$ cat src/rtl/vpc_pkg.sv
// vpc_pkg: register indices, field layouts, reset values and carriers for the
// pixel capture unit. Assumes byte-addressed Avalon-MM with 32-bit data.
package vpc_pkg;

  // register indices; byte address is four times the index
  localparam logic [7:0]  IDX_AUX      = 8'h00;
  localparam logic [7:0]  IDX_CTRL     = 8'h30;
  localparam logic [7:0]  IDX_POS      = 8'h31;
  localparam logic [7:0]  IDX_LINE     = 8'h32;
  localparam logic [7:0]  IDX_FIELD    = 8'h33;
  localparam logic [7:0]  IDX_STS      = 8'h34;
  localparam logic [7:0]  IDX_STATUS   = 8'h41;
  localparam logic [7:0]  IDX_CAP0     = 8'h50;
  localparam logic [3:0]  CAP_LAST     = 4'h8;
  localparam int          CAP_WORDS    = 9;

  // field values and reset values
  localparam logic [2:0]  AUX_FUNC_TRIG = 3'h6;
  localparam logic [2:0]  AUX_RST       = 3'h0;
  localparam logic [5:0]  CTRL_RST      = 6'h00;
  localparam logic [10:0] POS_RST       = 11'h000;
  localparam logic [9:0]  LINE_RST      = 10'h000;
  localparam logic [2:0]  FIELD_RST     = 3'h0;
  localparam logic [10:0] STS_RST       = 11'h35A;
  localparam logic [10:0] CAPTURE_LEAD  = 11'h01D;
  localparam logic [10:0] EXCESS_BASE   = 11'h600;
  localparam logic [8:0]  QUAD_TOP      = 9'h1FF;

  // status bit positions
  localparam int ST_PIX    = 0;
  localparam int ST_LINE   = 1;
  localparam int ST_FIELD  = 2;
  localparam int ST_STROBE = 3;

  typedef enum logic [1:0] {
    BUS_IDLE = 2'b00,
    BUS_LOAD = 2'b01,
    BUS_DONE = 2'b10
  } vpc_bus_e;

  typedef struct packed {
    logic pal_mode;
    logic gating_select;
    logic line_capture_external;
    logic line_capture_enable;
    logic external_trigger_enable;
    logic capture_enable;
  } vpc_ctrl_s;

  typedef struct packed {
    logic [9:0] address;
    logic       read;
    logic       write;
    logic [31:0] writedata;
    logic [3:0] byteenable;
  } vpc_avm_req_s;

  typedef struct packed {
    logic [9:0] fmt_g;
    logic [9:0] fmt_b;
    logic [9:0] fmt_r;
    logic [9:0] luma_sync_bus;
    logic [9:0] uv_bus;
    logic       bus_slot;
  } vpc_video_s;

  typedef struct packed {
    logic       line_start;
    logic       field_start;
    logic [2:0] field_id;
  } vpc_timing_s;

endpackage : vpc_pkg

$ cat src/rtl/vpc_capture_store.sv
// vpc_capture_store: nine captured bytes, written all at once, one registered
// read port. Assumes the caller holds raddr for the read it wants.
`timescale 1ns/10ps
module vpc_capture_store #(
  parameter int WORDS = 9
) (
  // clock and reset
  input  wire logic                 clk,
  input  wire logic                 resetn,
  input  wire logic                 ce,
  // write side
  input  wire logic                 we,
  input  wire logic [WORDS*8-1:0]   wdata,
  // read side
  input  wire logic [3:0]           raddr,
  output logic      [7:0]           rdata
);
  logic [7:0] mem_ff [WORDS];
  logic [7:0] nxt_mem [WORDS];
  logic [7:0] rdata_ff;
  logic [7:0] nxt_rdata;

  always_comb begin
    for (int i = 0; i < WORDS; i++) begin
      nxt_mem[i] = we ? wdata[i*8 +: 8] : mem_ff[i];
    end
    nxt_rdata = (int'(raddr) < WORDS) ? mem_ff[raddr] : 8'h00;
  end

  always_ff @(posedge clk or negedge resetn) begin
    if (!resetn) begin
      for (int i = 0; i < WORDS; i++) begin
        mem_ff[i] <= 8'h00;
      end
      rdata_ff <= 8'h00;
    end else if (ce) begin
      mem_ff   <= nxt_mem;
      rdata_ff <= nxt_rdata;
    end
  end

  assign rdata = rdata_ff;

  property p_hold;
    @(posedge clk) disable iff (!resetn)
      (ce && !we && $stable(raddr)) ##1 (ce && !we && $stable(raddr)) |=> $stable(rdata);
  endproperty
  a_hold: assert property (p_hold) else $error("capture byte changed without a write");

endmodule : vpc_capture_store

$ cat src/rtl/vpc_capture_top.sv
// vpc_capture_top: pixel capture unit with Avalon-MM register slave.
// Assumes video data and timing pulses are synchronous to clk (the pixel
// clock); only the auxiliary pin is asynchronous.
//
// Function
// - capture every line or once per sequence
// - aux falling edge triggers when function 110
// - colour in four bytes, grab in five
// - strobe delayed so components share pixel
// - compensate luma/sync and u/v multiplexing
// - internal strobe is pixel match or three-way AND
// - enable bits pick off, pixel, or AND
// - external mode follows inverted aux level
// - gating plus enable selects three-way AND
// - pixel and line matches compare counters, field match compares field_id input, with programmed values
// - gating low forces line and field match
// - match flags readable in status bits 0-2
// - position value leads captured pixel by 29
// - top bits quadrant, low nine offset
// - low bits: quadrant max minus quarter plus offset
// - pixel counter spans sync-to-sync count
//
// Local design decisions: register access over Avalon-MM and the register addresses.
`timescale 1ns/10ps
module vpc_capture_top (
  // clock, reset, enable
  input  wire logic                 clk,
  input  wire logic                 resetn,
  input  wire logic                 ce,
  // avalon-mm slave
  input  wire vpc_pkg::vpc_avm_req_s avm,
  output logic      [31:0]          readdata,
  output logic                      waitrequest,
  // video side
  input  wire vpc_pkg::vpc_video_s  video,
  input  wire vpc_pkg::vpc_timing_s timing,
  input  wire logic                 aux_pin,
  // status
  output logic                      capture_strobe
);

  function automatic logic [10:0] pos_code(input logic [10:0] pix, input logic [10:0] sts);
    logic [10:0] q;
    logic [1:0]  quad;
    begin
      q = {2'b00, sts[10:2]};
      if (pix > 11'(q << 2)) begin
        pos_code = vpc_pkg::EXCESS_BASE + (pix - 11'(q << 2));
      end else begin
        if (pix < q) quad = 2'h0;
        else if (pix < 11'(q << 1)) quad = 2'h1;
        else if (pix < 11'(q * 3)) quad = 2'h2;
        else quad = 2'h3;
        pos_code = {quad, vpc_pkg::QUAD_TOP} - q + (pix - 11'({9'h000, quad} * q));
      end
    end
  endfunction : pos_code

  function automatic logic [15:0] merge16(input logic [15:0] old, input logic [31:0] wd,
                                          input logic [3:0] be);
    begin
      merge16 = {be[1] ? wd[15:8] : old[15:8], be[0] ? wd[7:0] : old[7:0]};
    end
  endfunction : merge16

  // register file and bus
  vpc_pkg::vpc_bus_e  bus_ff, nxt_bus;
  vpc_pkg::vpc_ctrl_s ctrl_ff, nxt_ctrl;
  logic [2:0]  aux_func_ff, nxt_aux_func;
  logic [10:0] pos_ff, nxt_pos;
  logic [9:0]  line_sel_ff, nxt_line_sel;
  logic [2:0]  field_sel_ff, nxt_field_sel;
  logic [10:0] sts_ff, nxt_sts;
  logic [31:0] readdata_ff, nxt_readdata;
  // video side
  logic        aux_s1_ff, aux_s2_ff;
  logic        strobe_prev_ff, nxt_strobe_prev;
  logic [10:0] pix_cnt_ff, nxt_pix_cnt;
  logic [9:0]  line_cnt_ff, nxt_line_cnt;
  logic [9:0]  ls_h1_ff, ls_h2_ff, uv_h1_ff, uv_h2_ff;
  logic [29:0] fmt_h1_ff;
  logic        fire_d_ff, nxt_fire_d;
  logic        slot_ff, nxt_slot;
  // combinational
  logic [7:0]  idx;
  logic        req, take, in_cap;
  logic [3:0]  cap_raddr;
  logic [7:0]  cap_rdata;
  logic        pixel_match, line_match, field_match, ext_on, strobe, fire;
  logic [9:0]  luma_c, sync_c, u_c, v_c;
  logic [71:0] cap_wdata;

  assign idx       = avm.address[9:2];
  assign req       = avm.read | avm.write;
  assign take      = req && (bus_ff == vpc_pkg::BUS_DONE);
  assign in_cap    = (idx >= vpc_pkg::IDX_CAP0) && ((idx - vpc_pkg::IDX_CAP0) <= 8'(vpc_pkg::CAP_LAST));
  assign cap_raddr = in_cap ? 4'(idx - vpc_pkg::IDX_CAP0) : 4'h0;
  assign waitrequest = req && (bus_ff != vpc_pkg::BUS_DONE);
  assign readdata    = readdata_ff;

  // bus sequencing and register writes
  always_comb begin
    nxt_bus       = bus_ff;
    nxt_ctrl      = ctrl_ff;
    nxt_aux_func  = aux_func_ff;
    nxt_pos       = pos_ff;
    nxt_line_sel  = line_sel_ff;
    nxt_field_sel = field_sel_ff;
    nxt_sts       = sts_ff;
    nxt_readdata  = readdata_ff;
    case (bus_ff)
      vpc_pkg::BUS_IDLE: if (req) nxt_bus = vpc_pkg::BUS_LOAD;
      vpc_pkg::BUS_LOAD: begin
        // store read data is registered, hence the extra cycle
        nxt_bus      = vpc_pkg::BUS_DONE;
        nxt_readdata = 32'h0000_0000;
        if (in_cap) nxt_readdata = {24'h000000, cap_rdata};
        else case (idx)
          vpc_pkg::IDX_AUX:    nxt_readdata = {29'h0, aux_func_ff};
          vpc_pkg::IDX_CTRL:   nxt_readdata = {26'h0, ctrl_ff};
          vpc_pkg::IDX_POS:    nxt_readdata = {21'h0, pos_ff};
          vpc_pkg::IDX_LINE:   nxt_readdata = {22'h0, line_sel_ff};
          vpc_pkg::IDX_FIELD:  nxt_readdata = {29'h0, field_sel_ff};
          vpc_pkg::IDX_STS:    nxt_readdata = {21'h0, sts_ff};
          vpc_pkg::IDX_STATUS: nxt_readdata = {28'h0, strobe, field_match, line_match,
                                               pixel_match};
          default:             nxt_readdata = 32'h0000_0000;
        endcase
      end
      vpc_pkg::BUS_DONE: begin
        nxt_bus = vpc_pkg::BUS_IDLE;
        if (avm.write) begin
          case (idx)
            vpc_pkg::IDX_AUX:   nxt_aux_func  = 3'(merge16(16'(aux_func_ff), avm.writedata,
                                                           avm.byteenable));
            vpc_pkg::IDX_CTRL:  nxt_ctrl      = 6'(merge16(16'(ctrl_ff), avm.writedata,
                                                           avm.byteenable));
            vpc_pkg::IDX_POS:   nxt_pos       = 11'(merge16(16'(pos_ff), avm.writedata,
                                                            avm.byteenable));
            vpc_pkg::IDX_LINE:  nxt_line_sel  = 10'(merge16(16'(line_sel_ff), avm.writedata,
                                                            avm.byteenable));
            vpc_pkg::IDX_FIELD: nxt_field_sel = 3'(merge16(16'(field_sel_ff), avm.writedata,
                                                           avm.byteenable));
            vpc_pkg::IDX_STS:   nxt_sts       = 11'(merge16(16'(sts_ff), avm.writedata,
                                                            avm.byteenable));
            default:            nxt_bus       = vpc_pkg::BUS_IDLE;
          endcase
        end
      end
      default: nxt_bus = vpc_pkg::BUS_IDLE;
    endcase
  end

  always_ff @(posedge clk or negedge resetn) begin
    if (!resetn) begin
      bus_ff       <= vpc_pkg::BUS_IDLE;
      ctrl_ff      <= vpc_pkg::CTRL_RST;
      aux_func_ff  <= vpc_pkg::AUX_RST;
      pos_ff       <= vpc_pkg::POS_RST;
      line_sel_ff  <= vpc_pkg::LINE_RST;
      field_sel_ff <= vpc_pkg::FIELD_RST;
      sts_ff       <= vpc_pkg::STS_RST;
      readdata_ff  <= 32'h0000_0000;
    end else if (ce) begin
      bus_ff       <= nxt_bus;
      ctrl_ff      <= nxt_ctrl;
      aux_func_ff  <= nxt_aux_func;
      pos_ff       <= nxt_pos;
      line_sel_ff  <= nxt_line_sel;
      field_sel_ff <= nxt_field_sel;
      sts_ff       <= nxt_sts;
      readdata_ff  <= nxt_readdata;
    end
  end

  // match and strobe selection
  always_comb begin
    pixel_match = (pos_code(pix_cnt_ff, sts_ff) == pos_ff);
    // forced high when gating is off; ntsc sequence is four fields
    line_match  = !ctrl_ff.gating_select || (line_cnt_ff == line_sel_ff);
    field_match = !ctrl_ff.gating_select ||
                  (ctrl_ff.pal_mode ? (timing.field_id == field_sel_ff)
                                    : (timing.field_id[1:0] == field_sel_ff[1:0]));
    // pin only counts when its function selects the trigger
    ext_on = ctrl_ff.external_trigger_enable && (aux_func_ff == vpc_pkg::AUX_FUNC_TRIG);
    if (ctrl_ff.external_trigger_enable) strobe = ext_on && !aux_s2_ff;
    else if (ctrl_ff.line_capture_external) strobe = pixel_match;
    else if (!ctrl_ff.capture_enable) strobe = 1'b0;
    else if (ctrl_ff.line_capture_enable || ctrl_ff.gating_select)
      strobe = pixel_match && line_match && field_match;
    else strobe = pixel_match;
    // a held low pin would otherwise recapture every cycle
    fire = strobe && !strobe_prev_ff;
  end

  // counters, capture pipeline
  always_comb begin
    nxt_strobe_prev = strobe;
    // counter leads the data by the fixed lead
    // the load lands one cycle after the pixel-0 cycle, hence lead plus one
    if (timing.line_start) nxt_pix_cnt = vpc_pkg::CAPTURE_LEAD + 11'h001;
    else if (pix_cnt_ff >= sts_ff - 11'h001) nxt_pix_cnt = 11'h000;
    else nxt_pix_cnt = pix_cnt_ff + 11'h001;
    if (timing.field_start) nxt_line_cnt = 10'h000;
    else if (timing.line_start) nxt_line_cnt = line_cnt_ff + 10'h001;
    else nxt_line_cnt = line_cnt_ff;
    nxt_fire_d = fire;
    nxt_slot   = video.bus_slot;
    // pick the pair around the strobe from the two-cycle history
    if (!slot_ff) begin
      luma_c = ls_h1_ff;
      sync_c = video.luma_sync_bus;
      u_c    = uv_h1_ff;
      v_c    = video.uv_bus;
    end else begin
      luma_c = ls_h2_ff;
      sync_c = ls_h1_ff;
      u_c    = uv_h2_ff;
      v_c    = uv_h1_ff;
    end
    // upper eight bits per byte, low bit pairs gathered in a last byte
    cap_wdata = {luma_c[1:0], sync_c[1:0], u_c[1:0], v_c[1:0],
                 v_c[9:2], u_c[9:2], sync_c[9:2], luma_c[9:2],
                 2'b00, fmt_h1_ff[21:20], fmt_h1_ff[11:10], fmt_h1_ff[1:0],
                 fmt_h1_ff[9:2], fmt_h1_ff[19:12], fmt_h1_ff[29:22]};
  end

  always_ff @(posedge clk or negedge resetn) begin
    if (!resetn) begin
      aux_s1_ff      <= 1'b1;
      aux_s2_ff      <= 1'b1;
      strobe_prev_ff <= 1'b0;
      pix_cnt_ff     <= 11'h000;
      line_cnt_ff    <= 10'h000;
      ls_h1_ff       <= 10'h000;
      ls_h2_ff       <= 10'h000;
      uv_h1_ff       <= 10'h000;
      uv_h2_ff       <= 10'h000;
      fmt_h1_ff      <= 30'h0000_0000;
      fire_d_ff      <= 1'b0;
      slot_ff        <= 1'b0;
    end else if (ce) begin
      aux_s1_ff      <= aux_pin;
      aux_s2_ff      <= aux_s1_ff;
      strobe_prev_ff <= nxt_strobe_prev;
      pix_cnt_ff     <= nxt_pix_cnt;
      line_cnt_ff    <= nxt_line_cnt;
      ls_h1_ff       <= video.luma_sync_bus;
      ls_h2_ff       <= ls_h1_ff;
      uv_h1_ff       <= video.uv_bus;
      uv_h2_ff       <= uv_h1_ff;
      fmt_h1_ff      <= {video.fmt_g, video.fmt_b, video.fmt_r};
      fire_d_ff      <= nxt_fire_d;
      slot_ff        <= nxt_slot;
    end
  end

  vpc_capture_store #(
    .WORDS (vpc_pkg::CAP_WORDS)
  ) u_store (
    .clk    (clk),
    .resetn (resetn),
    .ce     (ce),
    .we     (fire_d_ff),
    .wdata  (cap_wdata),
    .raddr  (cap_raddr),
    .rdata  (cap_rdata)
  );

  assign capture_strobe = strobe;

  property p_off;
    @(posedge clk) disable iff (!resetn)
      (!ctrl_ff.line_capture_external && !ctrl_ff.capture_enable &&
       !ctrl_ff.external_trigger_enable) |-> !capture_strobe;
  endproperty
  a_off: assert property (p_off) else $error("strobe active while disabled");
  property p_ext;
    @(posedge clk) disable iff (!resetn)
      ext_on |-> (capture_strobe == !aux_s2_ff);
  endproperty
  a_ext: assert property (p_ext) else $error("external strobe not inverted pin");
  property p_lext;
    @(posedge clk) disable iff (!resetn)
      (ctrl_ff.line_capture_external && !ctrl_ff.external_trigger_enable)
        |-> (capture_strobe == pixel_match);
  endproperty
  a_lext: assert property (p_lext) else $error("line external strobe wrong");
  property p_and;
    @(posedge clk) disable iff (!resetn)
      (ctrl_ff.capture_enable && ctrl_ff.gating_select && !ctrl_ff.line_capture_external &&
       !ctrl_ff.external_trigger_enable) |-> (capture_strobe == (pixel_match &&
       (line_cnt_ff == line_sel_ff) && field_match));
  endproperty
  a_and: assert property (p_and) else $error("gated strobe is not the three-way and");
  property p_force;
    @(posedge clk) disable iff (!resetn)
      !ctrl_ff.gating_select |-> (line_match && field_match);
  endproperty
  a_force: assert property (p_force) else $error("line or field match not forced");
  property p_lead;
    @(posedge clk) disable iff (!resetn)
      (ce && timing.line_start) |=> (pix_cnt_ff == vpc_pkg::CAPTURE_LEAD + 11'h001);
  endproperty
  a_lead: assert property (p_lead) else $error("pixel counter lead wrong");
  property p_wrap;
    @(posedge clk) disable iff (!resetn)
      (ce && !timing.line_start && pix_cnt_ff == sts_ff - 11'h001) |=> (pix_cnt_ff == 11'h000);
  endproperty
  a_wrap: assert property (p_wrap) else $error("pixel counter did not wrap");
  property p_excess;
    @(posedge clk) disable iff (!resetn)
      (pix_cnt_ff > {sts_ff[10:2], 2'b00}) |->
        (pos_code(pix_cnt_ff, sts_ff) == vpc_pkg::EXCESS_BASE + pix_cnt_ff - {sts_ff[10:2], 2'b00});
  endproperty
  a_excess: assert property (p_excess) else $error("excess position code wrong");
  property p_capture;
    @(posedge clk) disable iff (!resetn)
      (ce && fire) ##1 ce |-> u_store.we;
  endproperty
  a_capture: assert property (p_capture) else $error("capture not written one cycle late");
  property p_answer;
    @(posedge clk) disable iff (!resetn)
      (ce && req && bus_ff == vpc_pkg::BUS_IDLE) ##1 (ce && req) ##1 req |-> !waitrequest;
  endproperty
  a_answer: assert property (p_answer) else $error("bus answer late");

  c_int:  cover property (@(posedge clk) disable iff (!resetn)
                          fire && !ctrl_ff.external_trigger_enable);
  c_ext:  cover property (@(posedge clk) disable iff (!resetn) fire && ext_on);
  c_and:  cover property (@(posedge clk) disable iff (!resetn) fire && ctrl_ff.gating_select);
  c_read: cover property (@(posedge clk) disable iff (!resetn) take && avm.read && in_cap);

endmodule : vpc_capture_top

$ cat config.mk
export PLATFORM = sky130hd
export DESIGN_NAME = vpc_capture_top
export DESIGN_NICKNAME = d
export VERILOG_FILES = /design/src/rtl/vpc_pkg.sv /design/src/rtl/vpc_capture_store.sv /design/src/rtl/vpc_capture_top.sv
export SDC_FILE = /design/constraint.sdc
export NUM_CORES = 1
export LEC_CHECK = 0
export BUFFER_PORTS_ARGS = -buffer_cell sky130_fd_sc_hd__buf_2
export CORE_AREA = 2 2 123 245
export DETAILED_ROUTE_END_ITERATION = 12
export DIE_AREA = 0 0 125 247
export MAX_ROUTING_LAYER = met4
export PLACE_DENSITY = 0.69
export SLEW_MARGIN = 25
export SYNTH_ARGS = -nofsm -noshare
export SYNTH_HDL_FRONTEND = slang
export SYNTH_HIERARCHICAL = 1
export SYNTH_SLANG_ARGS = --single-unit
$ cat constraint.sdc
create_clock -name clk -period 6.98 [get_ports clk]
set_clock_uncertainty 0.05 [all_clocks]
set_input_delay 0 -clock clk [delete_from_list [all_inputs] [get_ports clk]]
set_output_delay 0 -clock clk [all_outputs]
set_load 0.01 [all_outputs]
=== Yosys cells after proc, flatten, opt, wreduce, memory -nomap -nowiden ===
Index checks and enable logic that the tools add are counted.

* Muxes and demuxes: 27
* Reductions and logical operators: 29
* $mul: 2
* Shift-type cells: 0
* Eq/ne operators: 15
* Div/mod/pow operators: 0
* Bitwise gates (word level): 2
* Magnitude comparators: 9
* Add/sub/neg operators: 9

{| class="wikitable"
|+ Operators with widths
! operator !! number
|-
| $pmux 11 s7 || 1
|-
| $mux 10 || 6
|-
| $reduce_and 5->1 || 9
|-
| $mux 11 || 4
|-
| $eq 8x6->1 const B || 5
|-
| $bmux 8 s4 || 1
|-
| $mux 8 || 3
|-
| $sub 11x11->11 || 2
|-
| $add 11x1->11 const B || 1
|-
| $add 11x11->11 || 1
|-
| $add 11x11->11 const A || 1
|-
| $eq 11x11->1 || 1
|-
| $ge 11x11->1 || 1
|-
| $gt 11x11->1 || 1
|-
| $lt 11x10->1 || 1
|-
| $lt 11x11->1 || 1
|-
| $lt 11x9->1 || 1
|-
| $mul 2x9->11 || 1
|-
| $mul 9x2->11 const B || 1
|-
| $sub 11x1->11 const B || 1
|-
| $sub 11x9->11 || 1
|-
| $add 10x1->10 const B || 1
|-
| $eq 10x10->1 || 1
|-
| $eq 8x7->1 const B || 1
|-
| 24 further kinds || 46
|}

* Output and inout port bits: 34
* Input bits: 108
* Latch bits: 0
* Flip-flop bits (word level): 252
* RAM bits: 0
* ROM bits: 0
* Memories: 0
* Logic and storage cells: 131

=== Depth between registers and ports, before layout ===
* Depth in word-level cells: 19
* Depth in mapped cells: 33
* Gate-level depth less buffers: 32

=== Modules after synthesis ===
The synthesis kept the hierarchy.

{| class="wikitable"
|+ By module, submodules not included
! module !! cells an instance !! seq. area each (µm²) !! area each (µm²) !! instances
|-
| vpc_capture_top || 1012 || 3838.7 || 10806.6 || 1
|-
| vpc_capture_store || 220 || 2001.9 || 3530.9 || 1
|}

=== Worst setup path before layout ===
No wires, ideal clock.

* Path type: flip-flop to flip-flop
* Start point: reg sts_ff[4]
* End point: reg fire_d_ff
* Path buffers: 1
* Cell stages (with the launch flop): 31
* Required time: 6794 ps
* Arrival: 6565 ps
* Slack: 230 ps
* Clock period less this slack: 6750 ps
* Library setup time: 136 ps
* Cells stage by stage: dfstp_2 -> inv_1 -> ha_1 -> a21o_1 -> a21oi_1 -> o21ai_0 -> a21oi_1 -> o21bai_1 -> a21o_1 -> xor2_1 -> ha_1 -> a2111oi_2 -> o21a_1 -> buf_4 -> nor3_1 -> fa_1 -> inv_1 -> fa_1 -> fa_1 -> ha_1 -> inv_1 -> fa_1 -> nor2b_1 -> o31a_1 -> o211a_1 -> nor3_1 -> or3_1 -> a31o_1 -> xor2_1 -> a21boi_2 -> a21oi_1

* Cells in the longest elaborated chain, start to end: 18
* Elaborated cells on any way between the ends: 24
* Those cells by class: add/sub (5); mul (2); order compare (4); eq/ne (1); mux (9); reduce/logical (3)

{| class="wikitable"
|+ RTL lines
! what !! RTL line !! source
|-
| start, declared || vpc_capture_top.sv:73 || <nowiki>logic [10:0] sts_ff, nxt_sts;</nowiki>
|-
| start signal, assigned || vpc_capture_top.sv:162 || <nowiki>sts_ff <= vpc_pkg::STS_RST;</nowiki>
|-
| start signal, assigned || vpc_capture_top.sv:171 || <nowiki>sts_ff <= nxt_sts;</nowiki>
|-
| $mul 9x2->11 || vpc_capture_top.sv:52 || <nowiki>else if (pix < 11'(q * 3)) quad = 2'h2;</nowiki>
|-
| $lt 11x11->1 || vpc_capture_top.sv:52 ||
|-
| $mux 1 || vpc_capture_top.sv:52 ||
|-
| $mux 2 || vpc_capture_top.sv:51 || <nowiki>else if (pix < 11'(q << 1)) quad = 2'h1;</nowiki>
|-
| $mux 2 || vpc_capture_top.sv:50 || <nowiki>if (pix < q) quad = 2'h0;</nowiki>
|-
| $mux 2 || vpc_capture_top.sv:47 || <nowiki>if (pix > 11'(q << 2)) begin</nowiki>
|-
| $mul 2x9->11 || vpc_capture_top.sv:54 || <nowiki>pos_code = {quad, vpc_pkg::QUAD_TOP} - q + (pix - 11'({9'h000, quad} * q));</nowiki>
|-
| $sub 11x11->11 || vpc_capture_top.sv:54 ||
|-
| $add 11x11->11 || vpc_capture_top.sv:54 ||
|-
| $mux 11 * || vpc_capture_top.sv:47 ||
|-
| $eq 11x11->1 * || vpc_capture_top.sv:178 || <nowiki>pixel_match = (pos_code(pix_cnt_ff, sts_ff) == pos_ff);</nowiki>
|-
| $logic_and 1x1->1 (2 in a row) || vpc_capture_top.sv:190 || <nowiki>strobe = pixel_match && line_match && field_match;</nowiki>
|-
| $mux 1 || vpc_capture_top.sv:189 || <nowiki>else if (ctrl_ff.line_capture_enable || ctrl_ff.gating_select)</nowiki>
|-
| $mux 1 || vpc_capture_top.sv:188 || <nowiki>else if (!ctrl_ff.capture_enable) strobe = 1'b0;</nowiki>
|-
| $mux 1 * || vpc_capture_top.sv:187 || <nowiki>else if (ctrl_ff.line_capture_external) strobe = pixel_match;</nowiki>
|-
| $mux 1 * || vpc_capture_top.sv:186 || <nowiki>if (ctrl_ff.external_trigger_enable) strobe = ext_on && !aux_s2_ff;</nowiki>
|-
| $logic_and 1x1->1 * || vpc_capture_top.sv:193 || <nowiki>fire = strobe && !strobe_prev_ff;</nowiki>
|-
| end signal, assigned || vpc_capture_top.sv:253 || <nowiki>fire_d_ff <= nxt_fire_d;</nowiki>
|-
| end, declared || vpc_capture_top.sv:82 || <nowiki>logic fire_d_ff, nxt_fire_d;</nowiki>
|}

Mark *: on every way between the ends. The rest lies on a longest branch, timed or not. The select of a mux whose other input is x is not followed.
A chain may end at the register's enable or synchronous reset.

=== Worst setup path after layout ===
* Start point: reg sts_ff[3]
* End point: out capture_strobe

* Cells in the longest elaborated chain, start to end: 17
* Elaborated cells on any way between the ends: 23
* Those cells by class: add/sub (5); mul (2); order compare (4); eq/ne (1); mux (9); reduce/logical (2)

{| class="wikitable"
|+ RTL lines
! what !! RTL line !! source
|-
| $mul 9x2->11 || vpc_capture_top.sv:52 ||
|-
| $lt 11x11->1 || vpc_capture_top.sv:52 ||
|-
| $mux 1 || vpc_capture_top.sv:52 ||
|-
| $mux 2 || vpc_capture_top.sv:51 ||
|-
| $mux 2 || vpc_capture_top.sv:50 ||
|-
| $mux 2 || vpc_capture_top.sv:47 ||
|-
| $mul 2x9->11 || vpc_capture_top.sv:54 ||
|-
| $sub 11x11->11 || vpc_capture_top.sv:54 ||
|-
| $add 11x11->11 || vpc_capture_top.sv:54 ||
|-
| $mux 11 * || vpc_capture_top.sv:47 ||
|-
| $eq 11x11->1 * || vpc_capture_top.sv:178 ||
|-
| $logic_and 1x1->1 (2 in a row) || vpc_capture_top.sv:190 ||
|-
| $mux 1 || vpc_capture_top.sv:189 ||
|-
| $mux 1 || vpc_capture_top.sv:188 ||
|-
| $mux 1 * || vpc_capture_top.sv:187 ||
|-
| $mux 1 * || vpc_capture_top.sv:186 ||
|-
| end, declared || vpc_capture_top.sv:39 || <nowiki>output logic capture_strobe</nowiki>
|}

Marked as above.

==> flow_summary.json <==
{
  "firstDrtPassIters": 5,
  "pre_cts_slack_ps": -113.6,
  "power_density_nw_per_um2": 220.1,
  "slowest_delay_ps": 590,
  "synthesis.instances": 1232,
  "finalMaxSlewViolations": 0,
  "multi_input_area_sq_um": 8118,
  "syn-cell-area_sq_um": 14340,
  "worstSkewPairLatency_ps": 540,
  "wl_per_cell_um": 19.45,
  "hp-class": "in -> async",
  "grt_pass1_wl_um": 57260,
  "floorplan.initialDensity_pct": 49.14,
  "viasPerCell": 5.752,
  "reg2reg_depth": 30,
  "required_ps": 6930,
  "fin_crit_sh_pct": 102.6,
  "post-route-util_pct": 58.58,
  "hold_viol_final": 10,
  "dpl.hpwl_um": 24810,
  "grt_overflow_total": 0,
  "stdcell_area_sq_um": 17090,
  "period_needed_ps": 7158,
  "hold-worst-slack_ps": -26.65,
  "postRouteAntennaNets": 0,
  "synthArstFlopShare_pct": 100.0,
  "worstMarginPinSlew_ps": 1070,
  "num_vias": 10430,
  "die_x_um": 125,
  "synth-edff-count": 0,
  "synth.distinct_cells": 90,
  "relSlewSlack_pct": 28.52,
  "antenna_cells": 0,
  "grt_max_degree": 84,
  "criticalPathCategory": "reg -> out",
  "n_fill_cell": 2382,
  "timing.fmax_mhz": 139.7,
  "seqCellArea_sq_um": 5841,
  "setup_viol": 1,
  "syn2layout_area_growth_pct": 19.21,
  "drv_cap": 0,
  "yosysWarnings": 6,
  "cts_tree": "done",
  "syn-mean-instance-area_sq_um": 11.64,
  "ys_seq_area_share_pct": 40.74,
  "vdd_drop_max_uv": 223.0,
  "critical_path.startpoint_type": "flip-flop",
  "violations": "negative hold slack, negative setup slack",
  "drive_gt1_share_pct": 32.92,
  "cp.arrival_ps": 7110,
  "drtIter0Drc": 648,
  "dpl_cell_area_sq_um": 15280,
  "place_congestion": 0.9380,
  "cts_made_buffers": 23,
  "endpoint_kind": "output port",
  "top_level_ports": 142,
  "yosys_most_used_dff": "dfrtp_1",
  "grt_pass1_vias": 10900,
  "grt_usage_pct": 23.54,
  "rsz0062_at_grt": "true",
  "fin_ws_ps": -178.1,
  "status": "finished, violations left",
  "drc": 0,
  "wl_um": 35270,
  "dieArea_sq_um": 30880,
  "die_height_um": 247,
  "critPathSlowestCell": "dfstp_2",
  "clk_pin_slew_ps": 70,
  "layout_commonest_cell": "dfrtp_1",
  "htree_levels": 1,
  "clockBufferDepth": 3,
  "core_area_sq_um": 29180,
  "ys_ff_latch": 233,
  "rows": 89,
  "final_cell_mix": "dfrtp_1, mux2_2, ha_1",
  "fin_nets": 1666,
  "leakagePower_nw": 7.840,
  "path_max_fanout": 8,
  "clock_sinks": 233,
  "cts-root-buf": "clkbuf_16",
  "place.port_buffers": 95,
  "antenna_found_initial": 0
}
-- power breakdown --
group | switching (mW) | internal, mW
Clock | 0.544 | 0.696
Combinational | 0.390 | 0.460
Sequential | 0.120 | 1.55
-- repair_timing --
action                                  CTS  global route
buffers inserted                         10             3
hold buffers                             79             0
gates resized for setup                  24            18
endpoints found under the setup margin    5             5
hold endpoints to repair                283             0
pin swaps                                23            15
-- Yosys cell counts (3+ instances only) --
library cell | n | area [sq um]
a311oi_1 | 7 | 61.31
o22ai_1 | 10 | 62.56
nand3b_1 | 3 | 22.52
dfrtp_1 | 225 | 5630
nor2b_1 | 9 | 56.30
a21boi_0 | 3 | 22.52
mux2i_1 | 4 | 40.04
fa_1 | 22 | 440.4
xnor2_1 | 39 | 341.6
buf_4 | 23 | 172.7
a21o_1 | 17 | 127.6
a31oi_1 | 7 | 43.79
o21ai_0 | 43 | 215.2
o221ai_1 | 8 | 70.07
a2111o_1 | 4 | 45.04
o21a_1 | 7 | 52.55
nor2_1 | 46 | 172.7
ha_1 | 102 | 1276
xor2_1 | 26 | 227.7
a21oi_1 | 29 | 145.1
nand2b_1 | 4 | 25.02
a22oi_1 | 3 | 22.52
or3_1 | 7 | 43.79
buf_2 | 12 | 60.06
nor3_1 | 27 | 135.1
and3_1 | 16 | 100.1
clkbuf_1 | 25 | 93.84
mux4_2 | 9 | 202.7
or2_1 | 3 | 18.77
mux4_1 | 7 | 183.9
mux2_2 | 220 | 2477
nand2_1 | 67 | 251.5
o21bai_1 | 7 | 52.55
dfstp_2 | 8 | 210.2
a41oi_1 | 3 | 26.28
o2bb2ai_1 | 3 | 26.28
inv_1 | 69 | 259.0
a222oi_1 | 8 | 80.08
nand3_1 | 23 | 115.1
a211o_1 | 4 | 35.03
nor3b_1 | 6 | 45.04
and2_1 | 5 | 31.28
buf_1 | 5 | 18.77
-- metal layers --
metal | wire length [um] | vias up | global-route usage, %
met1 | 15120 | 5237 | 30.69
met4 | 956 | 0 | 7.059
met5 | 0 | - | -
met2 | 17030 | 312 | 37.85
met3 | 2160 | 68 | 4.132
li1 | - | 4811 | -
-- logic make-up after synthesis --
group                      synth area share (%)
xor gates and xnor gates                  3.971
muxes                                     20.25
AOI/OAI and AO/OA                         9.923
and+or+nand+nor                           8.622
other                                   0.02616
DFF                                       40.74
adders and majority gates                 11.97
buffers and inverters                     4.494
-- registers in the layout (all words and copies together), names as in the netlist, 6 cells and up --
name / count
ctrl_ff: 6
sts_ff: 11
u_store/rdata: 8
ls_h1_ff: 10
pix_cnt_ff: 11
fmt_h1_ff: 30
uv_h1_ff: 10
ls_h2_ff: 10
line_sel_ff: 10
u_store/mem_ff: 72
line_cnt_ff: 10
uv_h2_ff: 10
pos_ff: 11
readdata: 11
-- worst paths after layout --
check,startpoint,end,slack [ps]
worst min-delay path,resetn,ls_h2_ff[6],-30
worst max register to register,sts_ff[3],strobe_prev_ff,310
max in group asynchronous,resetn,pix_cnt_ff[1],5670
min in group clk,avm[43],u_store/rdata[1],20
worst min register to register,readdata[8],readdata[8],430
worst max-delay path,sts_ff[3],capture_strobe,-180
-- per-stage QoR --
stage          hold slack [ps]  setup TNS [ps]  cells  power [mW]
2_1_floorplan           -345.6               0   1254       2.248
3_3_place_gp             178.6               0   1680       2.441
3_5_place_dp            -14.89          -429.9   1681       2.479
4_1_cts                  6.093          -231.4   1810       3.781
5_1_grt                  47.52          -438.3   1813       3.962
6_report                -26.65          -178.1   1813       3.762
-- worst max-delay path: cells and delay by family, from the launching register on --
kind                       cells  cell delay (ps)
xor gates and xnor gates       1              170
adders and majority gates      7             2350
and+or+nand+nor                3              410
DFF                            1              590
AOI/OAI and AO/OA             12             2410
buffers and inverters          8              660
-- area by class of cell --
cell class	count	share of cell area, %
Multi-Input combinational cell	883	47.50
Sequential cell	233	34.17
Inverter	70	1.552
Timing Repair Buffer	223	9.817
Tap cell	364	2.665
Clock inverter	6	0.4539
Clock buffer	34	3.843
Power figures use the tool's default switching activity.
